===== config.mk =====
export PLATFORM = sky130hd
export DESIGN_NAME = dcf_host_flat
export DESIGN_NICKNAME = d
export VERILOG_FILES = /design/src/include/dcf_pkg.sv /design/src/include/dcf_if.sv /design/src/design/dcf_host.sv /design/src/flat_wrapper.sv
export VERILOG_INCLUDE_DIRS = /design/src /design/src/include
export SDC_FILE = /design/constraint.sdc
export NUM_CORES = 1
export LEC_CHECK = 0
export BUFFER_PORTS_ARGS = -buffer_cell sky130_fd_sc_hd__buf_2
export CAP_MARGIN = 10
export CORE_AREA = 2 2 117 147
export CTS_CLUSTER_DIAMETER = 200
export DETAILED_ROUTE_END_ITERATION = 12
export DIE_AREA = 0 0 119 149
export PLACE_DENSITY = 0.73
export SLEW_MARGIN = 0
export SYNTH_ARGS = -nofsm -noshare
export SYNTH_HDL_FRONTEND = slang
export SYNTH_SLANG_ARGS = --single-unit

===== constraint.sdc =====
create_clock -name clock_i -period 4.8 [get_ports clock_i]
set_clock_uncertainty 0.2 [all_clocks]
set_input_delay 0.48 -clock clock_i [delete_from_list [all_inputs] [get_ports clock_i]]
set_output_delay 0.48 -clock clock_i [all_outputs]
set_load 0.02 [all_outputs]

===== src/include/dcf_consts.svh =====
// Purpose: shared numbers of the two-queue flag block
// Assumes: one 100 MHz clock drives both ports
// Notes: offsets in bytes on the host register bus
`ifndef DCF_CONSTS_SVH
`define DCF_CONSTS_SVH
`define DCF_WORD_W 36
`define DCF_PTR_W 9
`define DCF_DEPTH 9'h100
`define DCF_OFS_W 8
`define DCF_OFS_RST 8'h08
`define DCF_REG_CMD 8'h00
`define DCF_REG_WLO 8'h04
`define DCF_REG_WHI 8'h08
`define DCF_REG_RLO 8'h0c
`define DCF_REG_RHI 8'h10
`define DCF_REG_STAT 8'h14
`define DCF_CMD_PROG 2
`define DCF_STAT_BUSY 8
`endif


===== src/include/dcf_pkg.sv =====
// Purpose: types shared by the host and the testbench
// Assumes: nothing
// Notes: op codes match the command register op field
package dcf_pkg;
  typedef enum logic [1:0] {
    DCF_OP_A_WR = 2'b00,
    DCF_OP_A_RD = 2'b01,
    DCF_OP_B_WR = 2'b10,
    DCF_OP_B_RD = 2'b11
  } dcf_op_e;
  typedef enum logic [1:0] {
    DCF_ST_IDLE = 2'b00,
    DCF_ST_SETUP = 2'b01,
    DCF_ST_WAIT = 2'b10
  } dcf_st_e;
endpackage

===== src/include/dcf_if.sv =====
// Purpose: pins between the queue device and the two port masters
// Assumes: both ports run on the same clock
// Notes: each data bus is split into in, out and output enable
`timescale 1ns/1ps
interface dcf_if;
  logic port_a_chip_select_n;
  logic port_a_write_read_sel;
  logic port_a_mailbox_sel;
  logic port_a_enable;
  logic [35:0] port_a_bus_in;
  logic [35:0] port_a_bus_out;
  logic port_a_bus_oe;
  logic port_b_chip_select_n;
  logic port_b_write_read_sel;
  logic port_b_mailbox_sel;
  logic port_b_enable;
  logic [35:0] port_b_bus_in;
  logic [35:0] port_b_bus_out;
  logic port_b_bus_oe;
  logic offset_prog;
  logic input_ready_a;
  logic output_ready_a;
  logic almost_empty_a;
  logic almost_full_a;
  logic input_ready_b;
  logic output_ready_b;
  logic almost_empty_b;
  logic almost_full_b;
  modport dev (
    input port_a_chip_select_n, port_a_write_read_sel, port_a_mailbox_sel, port_a_enable,
    input port_a_bus_in, port_b_bus_in, offset_prog,
    input port_b_chip_select_n, port_b_write_read_sel, port_b_mailbox_sel, port_b_enable,
    output port_a_bus_out, port_a_bus_oe, port_b_bus_out, port_b_bus_oe,
    output input_ready_a, output_ready_a, almost_empty_a, almost_full_a,
    output input_ready_b, output_ready_b, almost_empty_b, almost_full_b
  );
  modport host (
    output port_a_chip_select_n, port_a_write_read_sel, port_a_mailbox_sel, port_a_enable,
    output port_a_bus_in, port_b_bus_in, offset_prog,
    output port_b_chip_select_n, port_b_write_read_sel, port_b_mailbox_sel, port_b_enable,
    input port_a_bus_out, port_a_bus_oe, port_b_bus_out, port_b_bus_oe,
    input input_ready_a, output_ready_a, almost_empty_a, almost_full_a,
    input input_ready_b, output_ready_b, almost_empty_b, almost_full_b
  );
endinterface


===== src/design/dcf_host.sv =====
// Purpose: both port masters, commanded over an AXI4-Lite slave
// Assumes: same clock as the device
// Notes: one command at a time; waits on the ready flag, no timeout
`timescale 1ns/1ps
`include "dcf_consts.svh"

module dcf_host (
  input wire logic clock_i,
  input wire logic nrst_i,
  input wire logic ce_i,
  input wire logic [7:0] s_axi_awaddr,
  input wire logic s_axi_awvalid,
  output logic s_axi_awready,
  input wire logic [31:0] s_axi_wdata,
  input wire logic [3:0] s_axi_wstrb,
  input wire logic s_axi_wvalid,
  output logic s_axi_wready,
  output logic [1:0] s_axi_bresp,
  output logic s_axi_bvalid,
  input wire logic s_axi_bready,
  input wire logic [7:0] s_axi_araddr,
  input wire logic s_axi_arvalid,
  output logic s_axi_arready,
  output logic [31:0] s_axi_rdata,
  output logic [1:0] s_axi_rresp,
  output logic s_axi_rvalid,
  input wire logic s_axi_rready,
  dcf_if.host pins
);
  dcf_pkg::dcf_st_e st_q;
  dcf_pkg::dcf_op_e op_q;
  logic prog_q;
  logic [35:0] wd_q;
  logic [35:0] rd_q;
  logic go;
  logic wr_take;
  logic flag_ok;

  // take address and data together, one write in flight
  assign wr_take = s_axi_awvalid & s_axi_wvalid & ~s_axi_bvalid & ~s_axi_awready;
  assign go = wr_take & (s_axi_awaddr == `DCF_REG_CMD) & s_axi_wstrb[0] & (st_q == dcf_pkg::DCF_ST_IDLE);
  assign flag_ok = (op_q == dcf_pkg::DCF_OP_A_WR) ? (pins.input_ready_a | prog_q) :
                   (op_q == dcf_pkg::DCF_OP_A_RD) ? pins.output_ready_a :
                   (op_q == dcf_pkg::DCF_OP_B_WR) ? pins.input_ready_b : pins.output_ready_b;

  // write channel and registers; a command while busy is dropped
  always_ff @(posedge clock_i)
  begin
    if (!nrst_i)
    begin
      s_axi_awready <= 1'b0;
      s_axi_wready <= 1'b0;
      s_axi_bvalid <= 1'b0;
      s_axi_bresp <= 2'b00;
      wd_q <= 36'h0_0000_0000;
    end
    else if (ce_i)
    begin
      s_axi_awready <= wr_take;
      s_axi_wready <= wr_take;
      if (wr_take)
      begin
        s_axi_bvalid <= 1'b1;
        s_axi_bresp <= (s_axi_awaddr == `DCF_REG_CMD || s_axi_awaddr == `DCF_REG_WLO ||
                        s_axi_awaddr == `DCF_REG_WHI) ? 2'b00 : 2'b10;
        if (s_axi_awaddr == `DCF_REG_WLO)
        begin
          wd_q[31:0] <= s_axi_wdata;
        end
        if (s_axi_awaddr == `DCF_REG_WHI)
        begin
          wd_q[35:32] <= s_axi_wdata[3:0];
        end
      end
      else if (s_axi_bready)
      begin
        s_axi_bvalid <= 1'b0;
      end
    end
  end

  // read channel: answer on the same edge that raises arready
  always_ff @(posedge clock_i)
  begin
    if (!nrst_i)
    begin
      s_axi_arready <= 1'b0;
      s_axi_rvalid <= 1'b0;
      s_axi_rdata <= 32'h0000_0000;
      s_axi_rresp <= 2'b00;
    end
    else if (ce_i)
    begin
      s_axi_arready <= s_axi_arvalid & ~s_axi_rvalid & ~s_axi_arready;
      if (s_axi_arvalid && !s_axi_rvalid && !s_axi_arready)
      begin
        s_axi_rvalid <= 1'b1;
        s_axi_rresp <= 2'b00;
        case (s_axi_araddr)
          `DCF_REG_CMD: s_axi_rdata <= {29'h0000_0000, prog_q, op_q};
          `DCF_REG_WLO: s_axi_rdata <= wd_q[31:0];
          `DCF_REG_WHI: s_axi_rdata <= {28'h000_0000, wd_q[35:32]};
          `DCF_REG_RLO: s_axi_rdata <= rd_q[31:0];
          `DCF_REG_RHI: s_axi_rdata <= {28'h000_0000, rd_q[35:32]};
          `DCF_REG_STAT: s_axi_rdata <= {23'h00_0000, st_q != dcf_pkg::DCF_ST_IDLE,
            pins.almost_full_b, pins.almost_empty_b, pins.output_ready_b, pins.input_ready_b,
            pins.almost_full_a, pins.almost_empty_a, pins.output_ready_a, pins.input_ready_a};
          default:
          begin
            s_axi_rdata <= 32'h0000_0000;
            s_axi_rresp <= 2'b10;
          end
        endcase
      end
      else if (s_axi_rready)
      begin
        s_axi_rvalid <= 1'b0;
      end
    end
  end

  // port sequencer: select, wait for flag, one enabled edge
  always_ff @(posedge clock_i)
  begin
    if (!nrst_i)
    begin
      st_q <= dcf_pkg::DCF_ST_IDLE;
      op_q <= dcf_pkg::DCF_OP_A_WR;
      prog_q <= 1'b0;
      rd_q <= 36'h0_0000_0000;
      pins.port_a_chip_select_n <= 1'b1;
      pins.port_a_write_read_sel <= 1'b1;
      pins.port_a_enable <= 1'b0;
      pins.port_b_chip_select_n <= 1'b1;
      pins.port_b_write_read_sel <= 1'b0;
      pins.port_b_enable <= 1'b0;
      pins.port_a_bus_in <= 36'h0_0000_0000;
      pins.port_b_bus_in <= 36'h0_0000_0000;
      pins.offset_prog <= 1'b0;
      // mailbox path unused: selects held low by their flops from reset
      pins.port_a_mailbox_sel <= 1'b0;
      pins.port_b_mailbox_sel <= 1'b0;
    end
    else if (ce_i)
    begin
      pins.port_a_enable <= 1'b0;
      pins.port_b_enable <= 1'b0;
      case (st_q)
        dcf_pkg::DCF_ST_IDLE:
        begin
          if (go)
          begin
            op_q <= dcf_pkg::dcf_op_e'(s_axi_wdata[1:0]);
            prog_q <= s_axi_wdata[`DCF_CMD_PROG];
            st_q <= dcf_pkg::DCF_ST_SETUP;
          end
        end
        dcf_pkg::DCF_ST_SETUP:
        begin
          // a write: dir high a read: dir low
          pins.port_a_chip_select_n <= op_q[1];
          pins.port_a_write_read_sel <= (op_q == dcf_pkg::DCF_OP_A_WR);
          // b read: dir high b write: dir low
          pins.port_b_chip_select_n <= ~op_q[1];
          pins.port_b_write_read_sel <= (op_q == dcf_pkg::DCF_OP_B_RD);
          pins.port_a_bus_in <= wd_q;
          pins.port_b_bus_in <= wd_q;
          pins.offset_prog <= prog_q & (op_q == dcf_pkg::DCF_OP_A_WR);
          st_q <= dcf_pkg::DCF_ST_WAIT;
        end
        dcf_pkg::DCF_ST_WAIT:
        begin
          // flag seen now, so the enabled edge is the next one
          if (flag_ok)
          begin
            pins.port_a_enable <= ~op_q[1];
            pins.port_b_enable <= op_q[1];
            if (op_q == dcf_pkg::DCF_OP_A_RD)
            begin
              rd_q <= pins.port_a_bus_out;
            end
            if (op_q == dcf_pkg::DCF_OP_B_RD)
            begin
              rd_q <= pins.port_b_bus_out;
            end
            st_q <= dcf_pkg::DCF_ST_IDLE;
          end
        end
        default:
        begin
          st_q <= dcf_pkg::DCF_ST_IDLE;
        end
      endcase
    end
  end

endmodule


===== src/flat_wrapper.sv =====
// flat-port wrapper written by rule: the top's interface ports become plain ports
module dcf_host_flat 
  (clock_i, nrst_i, ce_i, s_axi_awaddr, s_axi_awvalid, s_axi_awready, s_axi_wdata, s_axi_wstrb, s_axi_wvalid, s_axi_wready, s_axi_bresp, s_axi_bvalid, s_axi_bready, s_axi_araddr, s_axi_arvalid, s_axi_arready, s_axi_rdata, s_axi_rresp, s_axi_rvalid, s_axi_rready, pins_port_a_chip_select_n, pins_port_a_write_read_sel, pins_port_a_mailbox_sel, pins_port_a_enable, pins_port_a_bus_in, pins_port_b_bus_in, pins_offset_prog, pins_port_b_chip_select_n, pins_port_b_write_read_sel, pins_port_b_mailbox_sel, pins_port_b_enable, pins_port_a_bus_out, pins_port_a_bus_oe, pins_port_b_bus_out, pins_port_b_bus_oe, pins_input_ready_a, pins_output_ready_a, pins_almost_empty_a, pins_almost_full_a, pins_input_ready_b, pins_output_ready_b, pins_almost_empty_b, pins_almost_full_b);
  dcf_if pins_i ();
  input wire logic clock_i;
  input wire logic nrst_i;
  input wire logic ce_i;
  input wire logic [7:0] s_axi_awaddr;
  input wire logic s_axi_awvalid;
  output logic s_axi_awready;
  input wire logic [31:0] s_axi_wdata;
  input wire logic [3:0] s_axi_wstrb;
  input wire logic s_axi_wvalid;
  output logic s_axi_wready;
  output logic [1:0] s_axi_bresp;
  output logic s_axi_bvalid;
  input wire logic s_axi_bready;
  input wire logic [7:0] s_axi_araddr;
  input wire logic s_axi_arvalid;
  output logic s_axi_arready;
  output logic [31:0] s_axi_rdata;
  output logic [1:0] s_axi_rresp;
  output logic s_axi_rvalid;
  input wire logic s_axi_rready;
  output wire logic [$bits(pins_i.port_a_chip_select_n)-1:0] pins_port_a_chip_select_n;
  output wire logic [$bits(pins_i.port_a_write_read_sel)-1:0] pins_port_a_write_read_sel;
  output wire logic [$bits(pins_i.port_a_mailbox_sel)-1:0] pins_port_a_mailbox_sel;
  output wire logic [$bits(pins_i.port_a_enable)-1:0] pins_port_a_enable;
  output wire logic [$bits(pins_i.port_a_bus_in)-1:0] pins_port_a_bus_in;
  output wire logic [$bits(pins_i.port_b_bus_in)-1:0] pins_port_b_bus_in;
  output wire logic [$bits(pins_i.offset_prog)-1:0] pins_offset_prog;
  output wire logic [$bits(pins_i.port_b_chip_select_n)-1:0] pins_port_b_chip_select_n;
  output wire logic [$bits(pins_i.port_b_write_read_sel)-1:0] pins_port_b_write_read_sel;
  output wire logic [$bits(pins_i.port_b_mailbox_sel)-1:0] pins_port_b_mailbox_sel;
  output wire logic [$bits(pins_i.port_b_enable)-1:0] pins_port_b_enable;
  input wire logic [$bits(pins_i.port_a_bus_out)-1:0] pins_port_a_bus_out;
  input wire logic [$bits(pins_i.port_a_bus_oe)-1:0] pins_port_a_bus_oe;
  input wire logic [$bits(pins_i.port_b_bus_out)-1:0] pins_port_b_bus_out;
  input wire logic [$bits(pins_i.port_b_bus_oe)-1:0] pins_port_b_bus_oe;
  input wire logic [$bits(pins_i.input_ready_a)-1:0] pins_input_ready_a;
  input wire logic [$bits(pins_i.output_ready_a)-1:0] pins_output_ready_a;
  input wire logic [$bits(pins_i.almost_empty_a)-1:0] pins_almost_empty_a;
  input wire logic [$bits(pins_i.almost_full_a)-1:0] pins_almost_full_a;
  input wire logic [$bits(pins_i.input_ready_b)-1:0] pins_input_ready_b;
  input wire logic [$bits(pins_i.output_ready_b)-1:0] pins_output_ready_b;
  input wire logic [$bits(pins_i.almost_empty_b)-1:0] pins_almost_empty_b;
  input wire logic [$bits(pins_i.almost_full_b)-1:0] pins_almost_full_b;
  assign pins_port_a_chip_select_n = pins_i.port_a_chip_select_n;
  assign pins_port_a_write_read_sel = pins_i.port_a_write_read_sel;
  assign pins_port_a_mailbox_sel = pins_i.port_a_mailbox_sel;
  assign pins_port_a_enable = pins_i.port_a_enable;
  assign pins_port_a_bus_in = pins_i.port_a_bus_in;
  assign pins_port_b_bus_in = pins_i.port_b_bus_in;
  assign pins_offset_prog = pins_i.offset_prog;
  assign pins_port_b_chip_select_n = pins_i.port_b_chip_select_n;
  assign pins_port_b_write_read_sel = pins_i.port_b_write_read_sel;
  assign pins_port_b_mailbox_sel = pins_i.port_b_mailbox_sel;
  assign pins_port_b_enable = pins_i.port_b_enable;
  assign pins_i.port_a_bus_out = pins_port_a_bus_out;
  assign pins_i.port_a_bus_oe = pins_port_a_bus_oe;
  assign pins_i.port_b_bus_out = pins_port_b_bus_out;
  assign pins_i.port_b_bus_oe = pins_port_b_bus_oe;
  assign pins_i.input_ready_a = pins_input_ready_a;
  assign pins_i.output_ready_a = pins_output_ready_a;
  assign pins_i.almost_empty_a = pins_almost_empty_a;
  assign pins_i.almost_full_a = pins_almost_full_a;
  assign pins_i.input_ready_b = pins_input_ready_b;
  assign pins_i.output_ready_b = pins_output_ready_b;
  assign pins_i.almost_empty_b = pins_almost_empty_b;
  assign pins_i.almost_full_b = pins_almost_full_b;
  dcf_host u_core (.clock_i(clock_i), .nrst_i(nrst_i), .ce_i(ce_i), .s_axi_awaddr(s_axi_awaddr), .s_axi_awvalid(s_axi_awvalid), .s_axi_awready(s_axi_awready), .s_axi_wdata(s_axi_wdata), .s_axi_wstrb(s_axi_wstrb), .s_axi_wvalid(s_axi_wvalid), .s_axi_wready(s_axi_wready), .s_axi_bresp(s_axi_bresp), .s_axi_bvalid(s_axi_bvalid), .s_axi_bready(s_axi_bready), .s_axi_araddr(s_axi_araddr), .s_axi_arvalid(s_axi_arvalid), .s_axi_arready(s_axi_arready), .s_axi_rdata(s_axi_rdata), .s_axi_rresp(s_axi_rresp), .s_axi_rvalid(s_axi_rvalid), .s_axi_rready(s_axi_rready), .pins(pins_i));
endmodule

==> results.ini <==
[sta]
slew_violations=0
whs_ps=106
clock.fmax_mhz=396
tns_ps=0
rsz0062_at_grt=no
worstMarginPinSlew_ps=1170
post-route-period-util_pct=52.6
hold_viol_final=0
slew_headroom_pct=22.3
min_period_ps=2520
setup_violations=0

[yosys]
netlist_area_sq_um=7230
synth_warnings=0
synth-compound-area-share_pct=15.5
synthCells=833
synth.top_cells.by_count=nand2_1 (193), dfxtp_1 (158), mux2i_1 (69)
synth-edff-count=0
synthDistinctLibCells=48
synth-simple-area-share_pct=20.9
synth.mux.area_fraction_pct=10.5
synth_top_area_share_pct=43.7
ys_seq_elements=158
async_reset_ff_share_pct=0
synth_most_common_cell=nand2_1
yosysTopAreaCell=dfxtp_1
syn_area_per_cell_sq_um=8.68
synth_area_leaders=dfxtp_1 (44%), nand2_1 (10%), mux2i_1 (9.6%)
synth-main-ff-cell=dfxtp_1
synth_fa_ha_area_share_pct=0
synth_top_family_by_area=simple AND/OR/NAND/NOR gates
yosysSeqAreaShare_pct=43.7
yosys.area_share.xor_xnor_pct=0

[placed_design]
place_hpwl_um=13400
place_congestion=0.830
portBuffers=254
dp_cells=1210
dpl_cell_area_sq_um=8210

[global_route]
grt_max_degree=71
grt_use_total_pct=22.1
grt_pass1_wl_um=31000
antenna_found_initial=1
grt_pass1_vias=6141
grt-ovfl-total=0

[setup_path]
critical-path-top-delay-family=simple AND/OR/NAND/NOR gates
worstPathArrival_ps=2630
end_kind=register
cpPeakStageDelay_ps=620
cp.buffers_inverters=1
cp_max_fo=66
cp_slowest_cell=buf_4
rr_worst_depth=5
path_class=register to register
r2r_end=u_core.rd_q[28]
r2r_start=u_core.st_q[1]
path_cells=nand3b_1, nor3b_2, buf_4, nor2_1, a311oi_1
rrSetupSlack_ps=2280
critPathRequiredTime_ps=4910
critPathLaunchType=register

[final_layout]
stdcell_count=1243
synthToLayoutAreaGrowth_pct=22.1
num-fill-cells=1564
seqCellArea_sq_um=3170
multi_input_area_sq_um=3420
stdcell_area_sq_um=8830
final_nets=1151
layout-drive-gt1-share_pct=34.4

[clock_network]
cts_root_buf=clkbuf_16
clock_path_buffers=2
cts_made_buffers=17
clock_latency_ps=420
cts_tree=done
cts-resized-gates=0
post_cts_buffers=0
cts_num_sinks=158
htree_levels=4
clk_pin_slew_worst_paths_ps=70
postCtsHoldBufs=0

[min_path]
hp-class=primary input to register
hp-start=s_axi_wdata[14]
whs_path_depth=3
min_delay_worst_endpoint=u_core.wd_q[14]

[floorplan]
initial_core_util_pct=43.8
coreArea_sq_um=16500
die_x_um=119
dieArea_sq_um=17700
die_h_um=149
rows=53
ios=264

[route]
drc=0
avgRoutedWirePerCell_um=15.9
ant_nets=0
vias_per_cell=5.24
wl_um=19700
drtPass1Iterations=5
routed-via-count=6513
drt-initial-drc-count=311

[power_and_ir_drop]
power_density_nw_per_um2=326
peakVddDrop_mv=0.199
power_leakage_nw=3.74

[run]
cap_violations=0

[status]
status=complete, no violations

==> kinds of logic after synthesis <==
family	Yosys count
flops	158
mux	74
simple gates	347
other cells	1
compound gates	142
buf+inv	111
==> cell usage in the layout (no fill, tap or decap), drive strengths merged, types with 3 or more instances in the layout <==
master,count
a21oi,50
a22o,3
a22oi,7
a2bb2oi,23
a311oi,36
buf,263
bufinv,3
clkbuf,20
clkinv,3
clkinvlp,4
conb,4
dfxtp,158
inv,4
mux2,4
mux2i,69
nand2,193
nand3,42
nand4,3
nor2,85
nor2b,3
nor4,3
o21a,4
o21ai,13
==> sequential cells by signal, indices dropped and copies added (netlist names) <==
name                               cells
u_core.st_q                            2
u_core.s_axi_rdata                    32
u_core.rd_q                           36
u_core.pins.port_a_chip_select_n       1
u_core.pins.port_b_chip_select_n       1
u_core.wd_q                           36
u_core.s_axi_bvalid                    1
u_core.s_axi_rresp                     1
u_core.pins.offset_prog                1
u_core.s_axi_wready                    1
u_core.s_axi_rvalid                    1
u_core.pins.port_b_enable              1
u_core.pins.port_b_write_read_sel      1
u_core.op_q                            2
u_core.pins.port_a_enable              1
u_core.pins.port_a_write_read_sel      1
u_core.pins.port_a_bus_in             36
u_core.s_axi_bresp                     1
u_core.prog_q                          1
u_core.s_axi_arready                   1
==> through the flow <==
| stage | power (mW) | setup WS, ps | utilization, % |
|---|---|---|---|
| 2_1_floorplan | 1.43 | 2630 | - |
| 3_3_place_gp | 1.51 | 2050 | 49.7 |
| 3_5_place_dp | 1.51 | 2030 | 49.7 |
| 4_1_cts | 2.90 | 2290 | 53.4 |
| 5_1_grt | 2.97 | 2130 | 53.5 |
| 6_report | 2.87 | 2280 | 53.5 |
==> worst reg2reg max path, cell delays in order, from the launching register on <==
cell      delay (ps)
dfxtp_1          480
nand3b_1         170
nor3b_2          430
buf_4            620
nor2_1           190
a311oi_1         310
==> layout make-up <==
| type | instances | area share (%) |
|---|---|---|
| antenna | 1 | 0.0283 |
| clock buffer | 20 | 5.17 |
| clock inverter | 12 | 1.81 |
| inverter | 2 | 0.113 |
| multi-input combinational | 567 | 38.7 |
| sequential | 158 | 35.9 |
| tap | 220 | 3.12 |
| timing repair buffer | 263 | 15.2 |
==> report_power, final <==
part           internal (mW)  switching, mW  total [mW]
clock network          0.850          0.545        1.39
logic                 0.0658         0.0970       0.163
registers               1.31        0.00224        1.32
total                   2.23          0.644        2.87
==> metal layers <==
metal,share of wire [%],track usage (%),vias up
met1,42,26.4,3061
met2,51,38.7,232
met4,1.9,8.15,0
met5,0,0,-
met3,5.8,5.01,30
li1,-,-,3190
==> worst max path at each step <==
stage                         start                     end  slack (ps)  cells past startpoint
floorplan           s_axi_araddr[7]  u_core.s_axi_rdata[11]        2630                      6
global placement             nrst_i   u_core.s_axi_rdata[0]        2050                      5
detailed placement           nrst_i   u_core.s_axi_rdata[0]        2030                      5
CTS                  u_core.st_q[1]         u_core.rd_q[28]        2290                      5
global route         u_core.st_q[1]         u_core.rd_q[28]        2130                      5
finish               u_core.st_q[1]         u_core.rd_q[28]        2280                      5
No activity file was read; power rests on OpenSTA's default activity.
